`src/tcp_pkg.sv`:
```
// constants, field layouts and carrier types of the capture and pulse unit
package tcp_pkg;

    // ----------------------------------------------------------------
    // sizes
    // ----------------------------------------------------------------
    localparam int          TCP_NCH        = 8;
    localparam int          TCP_CNT_W      = 16;
    localparam int          TCP_PSC_W      = 8;
    localparam int          TCP_ADDR_W     = 8;
    localparam int          TCP_GATE_CH0   = 6;
    localparam int          TCP_GATE_OFS   = 2;

    // ----------------------------------------------------------------
    // register byte offsets; per-channel blocks have a 4-byte stride
    // ----------------------------------------------------------------
    localparam logic [7:0]  OFS_BASE_CTL   = 8'h00;
    localparam logic [7:0]  OFS_BASE_CNT   = 8'h04;
    localparam logic [7:0]  OFS_FUNC_SEL   = 8'h08;
    localparam logic [7:0]  OFS_CH_EN      = 8'h0C;
    localparam logic [7:0]  OFS_CAP_IRQ    = 8'h10;
    localparam logic [7:0]  OFS_CMP_IRQ    = 8'h14;
    localparam logic [7:0]  OFS_PSC6       = 8'h18;
    localparam logic [7:0]  OFS_PSC7       = 8'h1C;
    localparam logic [7:0]  OFS_CAP_CTL    = 8'h20;
    localparam logic [7:0]  OFS_CAP_VAL    = 8'h40;
    localparam logic [7:0]  OFS_OUT_CTL    = 8'h60;
    localparam logic [7:0]  OFS_CMP_VAL    = 8'h80;

    // ----------------------------------------------------------------
    // field encodings
    // ----------------------------------------------------------------
    localparam logic [2:0]  MODE_SINGLE    = 3'h0;
    localparam logic [4:0]  DIV_NONE       = 5'h1F;
    localparam logic [1:0]  RESP_OKAY      = 2'h0;
    localparam logic [1:0]  RESP_SLVERR    = 2'h2;
    localparam logic [7:0]  RST_BYTE       = 8'h00;
    localparam logic [15:0] RST_WORD       = 16'h0000;

    // base_control_reg layout
    typedef struct packed {
        logic [4:0] div;
        logic       reset_alt_bit;
        logic       reset_on_match_bit;
        logic       run;
    } tcp_base_ctl_t;

    // capture_control_reg layout; filt[1] enables, filt[0] picks base clock
    typedef struct packed {
        logic       gate_soft_clear_bit;
        logic       gate_match_clear_bit;
        logic       gate_enable_bit;
        logic       prescale_enable_bit;
        logic [1:0] filter_select_field;
        logic [1:0] trigger_edge_field;
    } tcp_cap_ctl_t;

    // output_control_reg layout
    typedef struct packed {
        logic [1:0] unused;
        logic       output_invert_bit;
        logic       reload_timing_bit;
        logic       default_level_bit;
        logic [2:0] output_mode_field;
    } tcp_out_ctl_t;

endpackage

```
`src/tcp_trig_filt.sv`:
```
// trigger pin synchroniser, three-sample filter and edge detector
`timescale 1ns/100ps
module tcp_trig_filt (
    // clock and reset
    input  wire logic aclk,
    input  wire logic aresetn,
    // pin and control
    input  wire logic pin,
    input  wire logic filt_on,
    input  wire logic sample_en,
    // edge pulses
    output logic      rise,
    output logic      fall
);
    import tcp_pkg::*;

    logic       s1_r, s2_r, s3_r, sync_r, sync_nxt;
    logic [2:0] hist_r, hist_nxt;
    logic       flt_r, flt_nxt, prev_r, prev_nxt, rise_nxt, fall_nxt;
    logic       sel;

    always_comb begin
        sync_nxt = (s2_r == s3_r) ? s3_r : sync_r;
        hist_nxt = hist_r;
        flt_nxt  = flt_r;
        if (sample_en) begin
            hist_nxt = {hist_r[1:0], sync_r};
            // a level passes only after three equal samples
            if (hist_nxt == 3'h7 || hist_nxt == 3'h0) begin
                flt_nxt = hist_nxt[0];
            end
        end
        sel      = filt_on ? flt_r : sync_r;
        prev_nxt = sel;
        rise_nxt = sel & ~prev_r;
        fall_nxt = ~sel & prev_r;
    end

    always_ff @(posedge aclk) begin
        if (!aresetn) begin
            s1_r   <= 1'b0;
            s2_r   <= 1'b0;
            s3_r   <= 1'b0;
            sync_r <= 1'b0;
            hist_r <= 3'h0;
            flt_r  <= 1'b0;
            prev_r <= 1'b0;
            rise   <= 1'b0;
            fall   <= 1'b0;
        end else begin
            s1_r   <= pin;
            s2_r   <= s1_r;
            s3_r   <= s2_r;
            sync_r <= sync_nxt;
            hist_r <= hist_nxt;
            flt_r  <= flt_nxt;
            prev_r <= prev_nxt;
            rise   <= rise_nxt;
            fall   <= fall_nxt;
        end
    end
endmodule

```
`src/tcp_base.sv`:
```
// base counter with clock divider and clear two ticks after channel 0 match
`timescale 1ns/100ps
module tcp_base (
    // clock and reset
    input  wire logic                           aclk,
    input  wire logic                           aresetn,
    // control
    input  wire tcp_pkg::tcp_base_ctl_t         ctl,
    input  wire logic [tcp_pkg::TCP_CNT_W-1:0]  cmp0,
    // count
    output logic [tcp_pkg::TCP_CNT_W-1:0]       cnt,
    output logic                                tick
);
    import tcp_pkg::*;

    logic [5:0]           dcnt_r, dcnt_nxt;
    logic [TCP_CNT_W-1:0] cnt_nxt;
    logic                 hit_r, hit_nxt, tick_nxt, clr_en;

    always_comb begin
        clr_en   = ctl.reset_on_match_bit & ~ctl.reset_alt_bit;
        dcnt_nxt = dcnt_r + 6'h01;
        tick_nxt = 1'b0;
        cnt_nxt  = cnt;
        hit_nxt  = hit_r;
        // divide by 2(div+1), or not at all for the top code
        if (ctl.div == DIV_NONE || dcnt_r == {ctl.div, 1'b1}) begin
            dcnt_nxt = 6'h00;
            tick_nxt = 1'b1;
        end
        if (!ctl.run) begin
            dcnt_nxt = 6'h00;
            tick_nxt = 1'b0;
            cnt_nxt  = RST_WORD;
            hit_nxt  = 1'b0;
        end else if (tick_nxt) begin
            cnt_nxt = cnt + 16'h0001;
            hit_nxt = 1'b0;
            if (hit_r) begin
                cnt_nxt = RST_WORD;
            end else if (clr_en && cnt == cmp0) begin
                hit_nxt = 1'b1;
            end
        end
    end

    always_ff @(posedge aclk) begin
        if (!aresetn) begin
            dcnt_r <= 6'h00;
            cnt    <= RST_WORD;
            hit_r  <= 1'b0;
            tick   <= 1'b0;
        end else begin
            dcnt_r <= dcnt_nxt;
            cnt    <= cnt_nxt;
            hit_r  <= hit_nxt;
            tick   <= tick_nxt;
        end
    end
endmodule

```
`src/tcp_top.sv`:
```
// eight-channel capture and single-phase pulse unit with AXI4-Lite registers
//
// Overview of operation
// each accepted trigger copies the base count into that channel's capture register
// trigger edge per channel: rising, falling or both
// capture runs while enable is 1 and function select is 1
// clearing enable stops the channel's capture or waveform
// channels 6, 7 with prescale capture once per prescale value plus one triggers
// capture sets the channel's capture flag
// filter passes a level after three equal samples, at aclk or base rate
// gated channels 6, 7 ignore triggers after the first capture
// gate reopens on soft clear write or, if enabled, on compare 4 or 5 match
// software sets up the base timer before capture settings
// compare mode drives outputs from base count equal to compare value
// function select 0 means compare mode
// reload bit picks immediate or at-zero compare reload
// single-phase output rises on match, falls when count reaches zero
// default level bit sets the starting output level on enable
// inversion bit flips the final output level
// free running the period is 65536 base clocks, low m, high 65536-m
// cleared by channel 0 match, period n+2 clocks, low m
// compare value at least n+2 keeps output low
// base count equal to compare value sets the compare flag
// mode field 000 selects single-phase output
// base count clears two base clocks after matching channel 0
// edges come from filtered signal when filtering, else synchronised pin
//
// Added by the designer: the register offsets and register access over AXI4-Lite.
`timescale 1ns/100ps
module tcp_top #(
    parameter int PSC_W = tcp_pkg::TCP_PSC_W
) (
    // clock and reset
    input  wire logic                           aclk,
    input  wire logic                           aresetn,
    // axi4-lite write address and data
    input  wire logic [tcp_pkg::TCP_ADDR_W-1:0] s_axi_awaddr,
    input  wire logic                           s_axi_awvalid,
    output logic                                s_axi_awready,
    input  wire logic [31:0]                    s_axi_wdata,
    input  wire logic [3:0]                     s_axi_wstrb,
    input  wire logic                           s_axi_wvalid,
    output logic                                s_axi_wready,
    // axi4-lite write response
    output logic [1:0]                          s_axi_bresp,
    output logic                                s_axi_bvalid,
    input  wire logic                           s_axi_bready,
    // axi4-lite read
    input  wire logic [tcp_pkg::TCP_ADDR_W-1:0] s_axi_araddr,
    input  wire logic                           s_axi_arvalid,
    output logic                                s_axi_arready,
    output logic [31:0]                         s_axi_rdata,
    output logic [1:0]                          s_axi_rresp,
    output logic                                s_axi_rvalid,
    input  wire logic                           s_axi_rready,
    // pins
    input  wire logic [tcp_pkg::TCP_NCH-1:0]    trigger_input_pin,
    output logic [tcp_pkg::TCP_NCH-1:0]         pulse_output_pin
);
    import tcp_pkg::*;

    // ----------------------------------------------------------------
    // bus handshake
    // ----------------------------------------------------------------
    logic                 wr_fire, rd_fire;
    logic [7:0]           wa, ra;
    logic [2:0]           wch;
    logic                 bvalid_nxt, rvalid_nxt;
    logic [1:0]           bresp_nxt, rresp_nxt;
    logic [31:0]          rdata_nxt;
    logic                 wmap, rmap;

    // address and data are taken together, so no half-write is ever parked
    assign s_axi_awready = s_axi_awvalid & s_axi_wvalid & ~s_axi_bvalid;
    assign s_axi_wready  = s_axi_awready;
    assign s_axi_arready = ~s_axi_rvalid;
    assign wr_fire       = s_axi_awready;
    assign rd_fire       = s_axi_arvalid & s_axi_arready;
    assign wa            = s_axi_awaddr;
    assign ra            = s_axi_araddr;
    assign wch           = wa[4:2];

    // ----------------------------------------------------------------
    // shared registers
    // ----------------------------------------------------------------
    tcp_base_ctl_t        bctl_r, bctl_nxt;
    logic [TCP_NCH-1:0]   fs_r, fs_nxt, fe_r, fe_nxt, fe_d_r;
    logic [PSC_W-1:0]     psc_r [TCP_NCH];
    logic [PSC_W-1:0]     psc_nxt [TCP_NCH];
    logic [TCP_CNT_W-1:0] cnt;
    logic                 tick, zero_ev;
    logic [TCP_NCH-1:0]   rise, fall, cmp_eq, capf, cmpf, pin_nxt;
    logic [TCP_CNT_W-1:0] capv [TCP_NCH];
    logic [TCP_CNT_W-1:0] cmpbuf [TCP_NCH];
    logic [TCP_CNT_W-1:0] cmpact [TCP_NCH];
    tcp_cap_ctl_t         cc [TCP_NCH];
    tcp_out_ctl_t         oc [TCP_NCH];
    logic                 w_blk0;

    assign w_blk0  = wr_fire & s_axi_wstrb[0];
    assign zero_ev = tick & (cnt == RST_WORD);

    always_comb begin
        bctl_nxt = bctl_r;
        fs_nxt   = fs_r;
        fe_nxt   = fe_r;
        psc_nxt  = psc_r;
        if (w_blk0) begin
            unique case (wa)
                OFS_BASE_CTL: bctl_nxt = tcp_base_ctl_t'(s_axi_wdata[7:0]);
                OFS_FUNC_SEL: fs_nxt   = s_axi_wdata[TCP_NCH-1:0];
                OFS_CH_EN:    fe_nxt   = s_axi_wdata[TCP_NCH-1:0];
                OFS_PSC6:     psc_nxt[TCP_GATE_CH0]   = s_axi_wdata[PSC_W-1:0];
                OFS_PSC7:     psc_nxt[TCP_GATE_CH0+1] = s_axi_wdata[PSC_W-1:0];
                default:      bctl_nxt = bctl_r;
            endcase
        end
    end

    always_ff @(posedge aclk) begin
        if (!aresetn) begin
            bctl_r <= tcp_base_ctl_t'(RST_BYTE);
            fs_r   <= RST_BYTE;
            fe_r   <= RST_BYTE;
            fe_d_r <= RST_BYTE;
            for (int i = 0; i < TCP_NCH; i++) begin
                psc_r[i] <= '0;
            end
        end else begin
            bctl_r <= bctl_nxt;
            fs_r   <= fs_nxt;
            fe_r   <= fe_nxt;
            fe_d_r <= fe_r;
            psc_r  <= psc_nxt;
        end
    end

    tcp_base u_base (
        .aclk    (aclk),
        .aresetn (aresetn),
        .ctl     (bctl_r),
        .cmp0    (cmpact[0]),
        .cnt     (cnt),
        .tick    (tick)
    );

    // ----------------------------------------------------------------
    // channels
    // ----------------------------------------------------------------
    for (genvar j = 0; j < TCP_NCH; j++) begin : g_ch
        localparam bit EXT = (j >= TCP_GATE_CH0);
        localparam int GP  = EXT ? j - TCP_GATE_OFS : j;

        tcp_cap_ctl_t         cc_r, cc_nxt;
        tcp_out_ctl_t         oc_r, oc_nxt;
        logic [TCP_CNT_W-1:0] cv_r, cv_nxt, cb_r, cb_nxt, ca_r, ca_nxt;
        logic [PSC_W-1:0]     pc_r, pc_nxt;
        logic                 gate_r, gate_nxt, lvl_r, lvl_nxt;
        logic                 capf_r, capf_nxt, cmpf_r, cmpf_nxt;
        logic                 cap_w, out_w, cmp_w, gsc_w, trig, cap_now;
        logic                 use_psc, psc_hit, cap_on, cmp_on, wave_on, start;

        tcp_trig_filt u_filt (
            .aclk      (aclk),
            .aresetn   (aresetn),
            .pin       (trigger_input_pin[j]),
            .filt_on   (cc_r.filter_select_field[1]),
            .sample_en (cc_r.filter_select_field[0] ? tick : 1'b1),
            .rise      (rise[j]),
            .fall      (fall[j])
        );

        assign cap_w     = w_blk0 & (wa[7:5] == OFS_CAP_CTL[7:5]) & (wch == j);
        assign out_w     = w_blk0 & (wa[7:5] == OFS_OUT_CTL[7:5]) & (wch == j);
        assign cmp_w     = wr_fire & (wa[7:5] == OFS_CMP_VAL[7:5]) & (wch == j);
        assign gsc_w     = cap_w & s_axi_wdata[7];
        assign cap_on    = fe_r[j] & fs_r[j];
        assign cmp_on    = fe_r[j] & ~fs_r[j];
        assign wave_on   = cmp_on & (oc_r.output_mode_field == MODE_SINGLE);
        assign start     = fe_r[j] & ~fe_d_r[j] & ~fs_r[j];
        assign cmp_eq[j] = tick & (cnt == ca_r);
        assign use_psc   = EXT & cc_r.prescale_enable_bit;
        assign psc_hit   = (pc_r == psc_r[j]);
        assign trig      = cap_on & ((cc_r.trigger_edge_field[0] & rise[j])
                                   | (cc_r.trigger_edge_field[1] & fall[j]));
        assign cap_now   = trig & ~gate_r & (~use_psc | psc_hit);

        always_comb begin
            cc_nxt   = cc_r;
            oc_nxt   = oc_r;
            cv_nxt   = cv_r;
            cb_nxt   = cb_r;
            ca_nxt   = ca_r;
            pc_nxt   = pc_r;
            gate_nxt = gate_r;
            lvl_nxt  = lvl_r;
            if (cap_w) begin
                cc_nxt = tcp_cap_ctl_t'(s_axi_wdata[7:0]);
                if (!EXT) begin
                    cc_nxt.gate_enable_bit      = 1'b0;
                    cc_nxt.gate_match_clear_bit = 1'b0;
                    cc_nxt.prescale_enable_bit  = 1'b0;
                end
            end
            cc_nxt.gate_soft_clear_bit = 1'b0;
            if (out_w) begin
                oc_nxt = tcp_out_ctl_t'(s_axi_wdata[7:0]);
                oc_nxt.unused = 2'h0;
            end
            if (cmp_w) begin
                if (s_axi_wstrb[0]) cb_nxt[7:0]  = s_axi_wdata[7:0];
                if (s_axi_wstrb[1]) cb_nxt[15:8] = s_axi_wdata[15:8];
            end
            // capture path
            if (cap_now) begin
                cv_nxt = cnt;
            end
            if (!use_psc || !cap_on) begin
                pc_nxt = '0;
            end else if (trig && !gate_r) begin
                pc_nxt = psc_hit ? '0 : pc_r + 1'b1;
            end
            if (!EXT || !cc_r.gate_enable_bit) begin
                gate_nxt = 1'b0;
            end else if (gate_r && (gsc_w || (cc_r.gate_match_clear_bit && cmp_eq[GP]))) begin
                gate_nxt = 1'b0;
                cc_nxt.gate_match_clear_bit = 1'b0;
            end else if (cap_now) begin
                gate_nxt = 1'b1;
            end
            // compare reload: immediate, or at the count's return to zero
            if (!oc_nxt.reload_timing_bit) begin
                ca_nxt = cb_nxt;
            end else if (zero_ev) begin
                ca_nxt = cb_r;
            end
            // single-phase level; match outranks zero so m=0 stays high
            if (start) begin
                lvl_nxt = oc_r.default_level_bit;
            end else if (wave_on && cmp_eq[j]) begin
                lvl_nxt = 1'b1;
            end else if (wave_on && zero_ev) begin
                lvl_nxt = 1'b0;
            end
            // hardware set outranks the software clear
            capf_nxt = cap_now | (capf_r & ~(w_blk0 & (wa == OFS_CAP_IRQ) & s_axi_wdata[j]));
            cmpf_nxt = (cmp_on & cmp_eq[j])
                     | (cmpf_r & ~(w_blk0 & (wa == OFS_CMP_IRQ) & s_axi_wdata[j]));
            pin_nxt[j] = wave_on & (lvl_r ^ oc_r.output_invert_bit);
        end

        always_ff @(posedge aclk) begin
            if (!aresetn) begin
                cc_r   <= tcp_cap_ctl_t'(RST_BYTE);
                oc_r   <= tcp_out_ctl_t'(RST_BYTE);
                cv_r   <= RST_WORD;
                cb_r   <= RST_WORD;
                ca_r   <= RST_WORD;
                pc_r   <= '0;
                gate_r <= 1'b0;
                lvl_r  <= 1'b0;
                capf_r <= 1'b0;
                cmpf_r <= 1'b0;
                pulse_output_pin[j] <= 1'b0;
            end else begin
                cc_r   <= cc_nxt;
                oc_r   <= oc_nxt;
                cv_r   <= cv_nxt;
                cb_r   <= cb_nxt;
                ca_r   <= ca_nxt;
                pc_r   <= pc_nxt;
                gate_r <= gate_nxt;
                lvl_r  <= lvl_nxt;
                capf_r <= capf_nxt;
                cmpf_r <= cmpf_nxt;
                pulse_output_pin[j] <= pin_nxt[j];
            end
        end

        assign cc[j]     = cc_r;
        assign oc[j]     = oc_r;
        assign capv[j]   = cv_r;
        assign cmpbuf[j] = cb_r;
        assign cmpact[j] = ca_r;
        assign capf[j]   = capf_r;
        assign cmpf[j]   = cmpf_r;
    end

    // ----------------------------------------------------------------
    // bus answers
    // ----------------------------------------------------------------
    always_comb begin
        wmap = (wa[1:0] == 2'h0) & ((wa[7:5] != 3'h0) ? (wa[7:5] <= OFS_CMP_VAL[7:5])
                                                    : (wa != OFS_BASE_CNT));
        rmap = (ra[1:0] == 2'h0) & (ra[7:5] <= OFS_CMP_VAL[7:5]);
        rdata_nxt = s_axi_rdata;
        rresp_nxt = s_axi_rresp;
        rvalid_nxt = s_axi_rvalid & ~s_axi_rready;
        if (rd_fire) begin
            rvalid_nxt = 1'b1;
            rresp_nxt  = rmap ? RESP_OKAY : RESP_SLVERR;
            rdata_nxt  = 32'h00000000;
            unique case (ra[7:5])
                OFS_CAP_CTL[7:5]: rdata_nxt[7:0]  = cc[ra[4:2]];
                OFS_CAP_VAL[7:5]: rdata_nxt[15:0] = capv[ra[4:2]];
                OFS_OUT_CTL[7:5]: rdata_nxt[7:0]  = oc[ra[4:2]];
                OFS_CMP_VAL[7:5]: rdata_nxt[15:0] = cmpbuf[ra[4:2]];
                3'h0: begin
                    unique case (ra)
                        OFS_BASE_CTL: rdata_nxt[7:0]  = bctl_r;
                        OFS_BASE_CNT: rdata_nxt[15:0] = cnt;
                        OFS_FUNC_SEL: rdata_nxt[7:0]  = fs_r;
                        OFS_CH_EN:    rdata_nxt[7:0]  = fe_r;
                        OFS_CAP_IRQ:  rdata_nxt[7:0]  = capf;
                        OFS_CMP_IRQ:  rdata_nxt[7:0]  = cmpf;
                        OFS_PSC6:     rdata_nxt[PSC_W-1:0] = psc_r[TCP_GATE_CH0];
                        OFS_PSC7:     rdata_nxt[PSC_W-1:0] = psc_r[TCP_GATE_CH0+1];
                        default:      rdata_nxt = 32'h00000000;
                    endcase
                end
                default: rdata_nxt = 32'h00000000;
            endcase
            if (!rmap) rdata_nxt = 32'h00000000;
        end
        bresp_nxt  = s_axi_bresp;
        bvalid_nxt = s_axi_bvalid & ~s_axi_bready;
        if (wr_fire) begin
            bvalid_nxt = 1'b1;
            bresp_nxt  = wmap ? RESP_OKAY : RESP_SLVERR;
        end
    end

    always_ff @(posedge aclk) begin
        if (!aresetn) begin
            s_axi_bvalid <= 1'b0;
            s_axi_bresp  <= RESP_OKAY;
            s_axi_rvalid <= 1'b0;
            s_axi_rresp  <= RESP_OKAY;
            s_axi_rdata  <= 32'h00000000;
        end else begin
            s_axi_bvalid <= bvalid_nxt;
            s_axi_bresp  <= bresp_nxt;
            s_axi_rvalid <= rvalid_nxt;
            s_axi_rresp  <= rresp_nxt;
            s_axi_rdata  <= rdata_nxt;
        end
    end
endmodule

```
`config.mk`:
```
export PLATFORM = sky130hd
export DESIGN_NAME = tcp_top
export DESIGN_NICKNAME = d
export VERILOG_FILES = /design/src/tcp_pkg.sv /design/src/tcp_trig_filt.sv /design/src/tcp_base.sv /design/src/tcp_top.sv
export SDC_FILE = /design/constraint.sdc
export NUM_CORES = 2
export LEC_CHECK = 0
export CAP_MARGIN = 30
export CORE_ASPECT_RATIO = 1.75
export CORE_MARGIN = 2
export CORE_UTILIZATION = 61
export DETAILED_ROUTE_END_ITERATION = 10
export DONT_BUFFER_PORTS = 1
export PLACE_DENSITY = 0.77
export SYNTH_ARGS = -nofsm -noshare
export SYNTH_HDL_FRONTEND = slang
export SYNTH_SLANG_ARGS = --single-unit
```
`constraint.sdc`:
```
create_clock -name aclk -period 3.26 [get_ports aclk]
set_input_delay 0.815 -clock aclk [delete_from_list [all_inputs] [get_ports aclk]]
set_output_delay 0.815 -clock aclk [all_outputs]
set_load 0.01 [all_outputs]
```
==> flow_summary.ini <==
[outcome]
status = finished clean

[power]
p_clk_frac = 0.451
ir_drop_mv = 0.402
p_total_mw = 16.1
p_seq_frac = 0.526
power_frac_comb = 0.023
swShare = 0.216
p_leak_nw = 14.5
p_sw_mw = 3.48
internal_power_mw = 12.7
power.density_mw_per_mm2 = 463

[global_route]
grt_pass1_vias = 25320
antenna_found_initial = 1
grt_max_degree = 151
grt_pass1_wl_um = 149000
groute.usage.overall = 0.357
grt.overflow.total = 0

[synth]
syn_area_per_cell_sq_um = 9.82
synth_most_common_cell = dfxtp_1
syn_area_sq_mm = 0.0327
netlist.area_leader.share = 0.424
yosysTopAreaCell = dfxtp_1
seq_area_frac_synth = 0.424
synthTopCellsByArea = dfxtp_1, mux2i_1, mux4_2
synth_flop_cell = dfxtp_1
yosys-top-cells-count = dfxtp_1, mux2i_1, nor2_1
ys_ff_latch = 692
synth_edf_count = 0
yosysUniqueCellTypes = 85
async_flop_share = 0
syn-instance-count = 3325
yosysWarnings = 0

[placement]
placed_area_sq_mm = 0.0328
pre_cts_ws_ns = 0.408
hpwl_um = 68100
io_buffers = 0
dp.cells = 3817
place.gp.congestion = 0.941

[clock_tree]
cts_setup_buffers = 0
tritoncts = built
htree_num_levels = 2
cts_hold_buf = 0
cts_buffer_depth = 3
cts.sinks = 692
numCtsBuffers = 60
clk_latency_ns = 0.63
cts_resized = 0
path_clk_slew_ns = 0.06
cts-root-buf = clkbuf_16

[die]
num_rows = 112
ioPinCount = 116
core_area_sq_mm = 0.0531
die_area_sq_mm = 0.0555
floorplan.initialDensity = 0.615
die_y_um = 310
die_w_um = 179

[timing]
setup_ws_ns = 0.357
fin_crit_sh = 0.890
hold_violations = 0
finalMaxSlewViolations = 0
worstMarginPinSlew_ns = 1.06
tns_ns = 0
final-setup-viol-count = 0
fin_skew_ns = 0.0159
slew_headroom = 0.294
hold_ws_ns = 0.313
grt_setup_unrepaired = false
fmax_ghz = 0.345
period_minus_slack_ns = 2.90

[setup_path]
crit_chain = buf_4, nor4b_1, and4_4, buf_12, mux2_2, nand3_1, o31ai_1
worstSetupEndpointType = flop
critPathArrivalTime_ns = 3.38
crit_family = simple AND/OR/NAND/NOR gates
cp_slowest_cell = dfxtp_1
cp_max_fo = 35
required_ns = 3.74
worstPathBufferInverterCount = 2
crit_type = flop to flop
critPathLaunchType = flop
critPathMaxStageDelay_ns = 0.63

[min_path]
hp-class = input pin to flop

[routing]
post_drt_via_cell_ratio = 6.46
drc_errors = 0
drtIter0Drc = 2195
post_drt_wl_per_cell_um = 25.4
ant_nets = 0
dr.pass1.iters = 6
wirelength_um = 99800
vias = 25337

[job]
max_cap_violations = 0

[finish]
nNetsFinal = 3267
fin_util = 0.656
fin_cells = 3925
fin_area_sq_mm = 0.0348
drive_gt1_frac = 0.120
area_delta_synth_final_pct = 6.64
-- power groups by stage --
stage	clock network (mW)	logic, mW	registers, mW
after floorplan	0	0.456	8.68
after detailed placement	0	0.357	8.68
after global routing	7.66	0.385	8.49
final	7.28	0.366	8.49
after CTS	7.33	0.358	8.49
after global placement	0	0.349	8.68
-- area by class of cell --
cell class | instances | area, sq um
fill | 4110 | 18300
antenna | 1 | 2.50
clock buffer | 90 | 1820
sequential | 692 | 13900
clock inverter | 17 | 166
inverter | 18 | 75.1
timing repair buffer | 73 | 618
multi-input combinational | 2350 | 17400
tap | 684 | 856
-- worst paths after layout --
path / start / end / slack, ns / depth (start not counted)
worst min-delay path: trigger_input_pin[2] / g_ch[2].u_filt.s1_r / 0.31 / 1
worst max register to register: u_base.cnt[11] / g_ch[0].ca_r[13] / 0.36 / 7
worst min register to register: g_ch[5].u_filt.prev_r / g_ch[5].u_filt.rise / 0.41 / 1
worst max-delay path: u_base.cnt[11] / g_ch[0].ca_r[13] / 0.36 / 7
-- state kept, by name (all words and copies together), names as in the netlist, 16 cells and up --
| register | count |
|---|---|
| g_ch.ca_r | 128 |
| g_ch.cb_r | 128 |
| g_ch.cv_r | 128 |
| g_ch.oc_r | 48 |
| cc | 36 |
| g_ch.u_filt.hist_r | 16 |
| g_ch.pc_r | 16 |
| psc_r | 16 |
| s_axi_rdata | 16 |
| u_base.cnt | 16 |
-- cells in the final DEF (no fill, tap or decap), types with 49 or more instances in the layout --
master	count
dfxtp_1	692
mux2i_1	484
nor2_1	427
nand2_1	272
xnor2_1	110
a21oi_1	104
mux4_2	82
nor3_1	77
and3_1	68
buf_4	67
xor2_1	65
nand3_1	64
clkbuf_16	61
o31ai_1	56
mux2_2	53
a21o_1	49
-- logic make-up after synthesis --
kind of cell	after synthesis	share of synthesized area
AND/OR/NAND/NOR	1167	0.179
flip-flops	692	0.424
multiplexers	626	0.227
AO/OA/AOI/OAI	359	0.0750
buffers and inverters	300	0.0458
XOR/XNOR	175	0.0469
adder cells (fa/ha/maj)	5	0.00192
other	1	0.000115
-- layer usage --
metal	wire length [um]	GRT usage
met1	34500	0.384
met2	47800	0.596
met3	7210	0.0666
met4	10200	0.313
met5	0	0
Power figures use the tool's default switching activity.
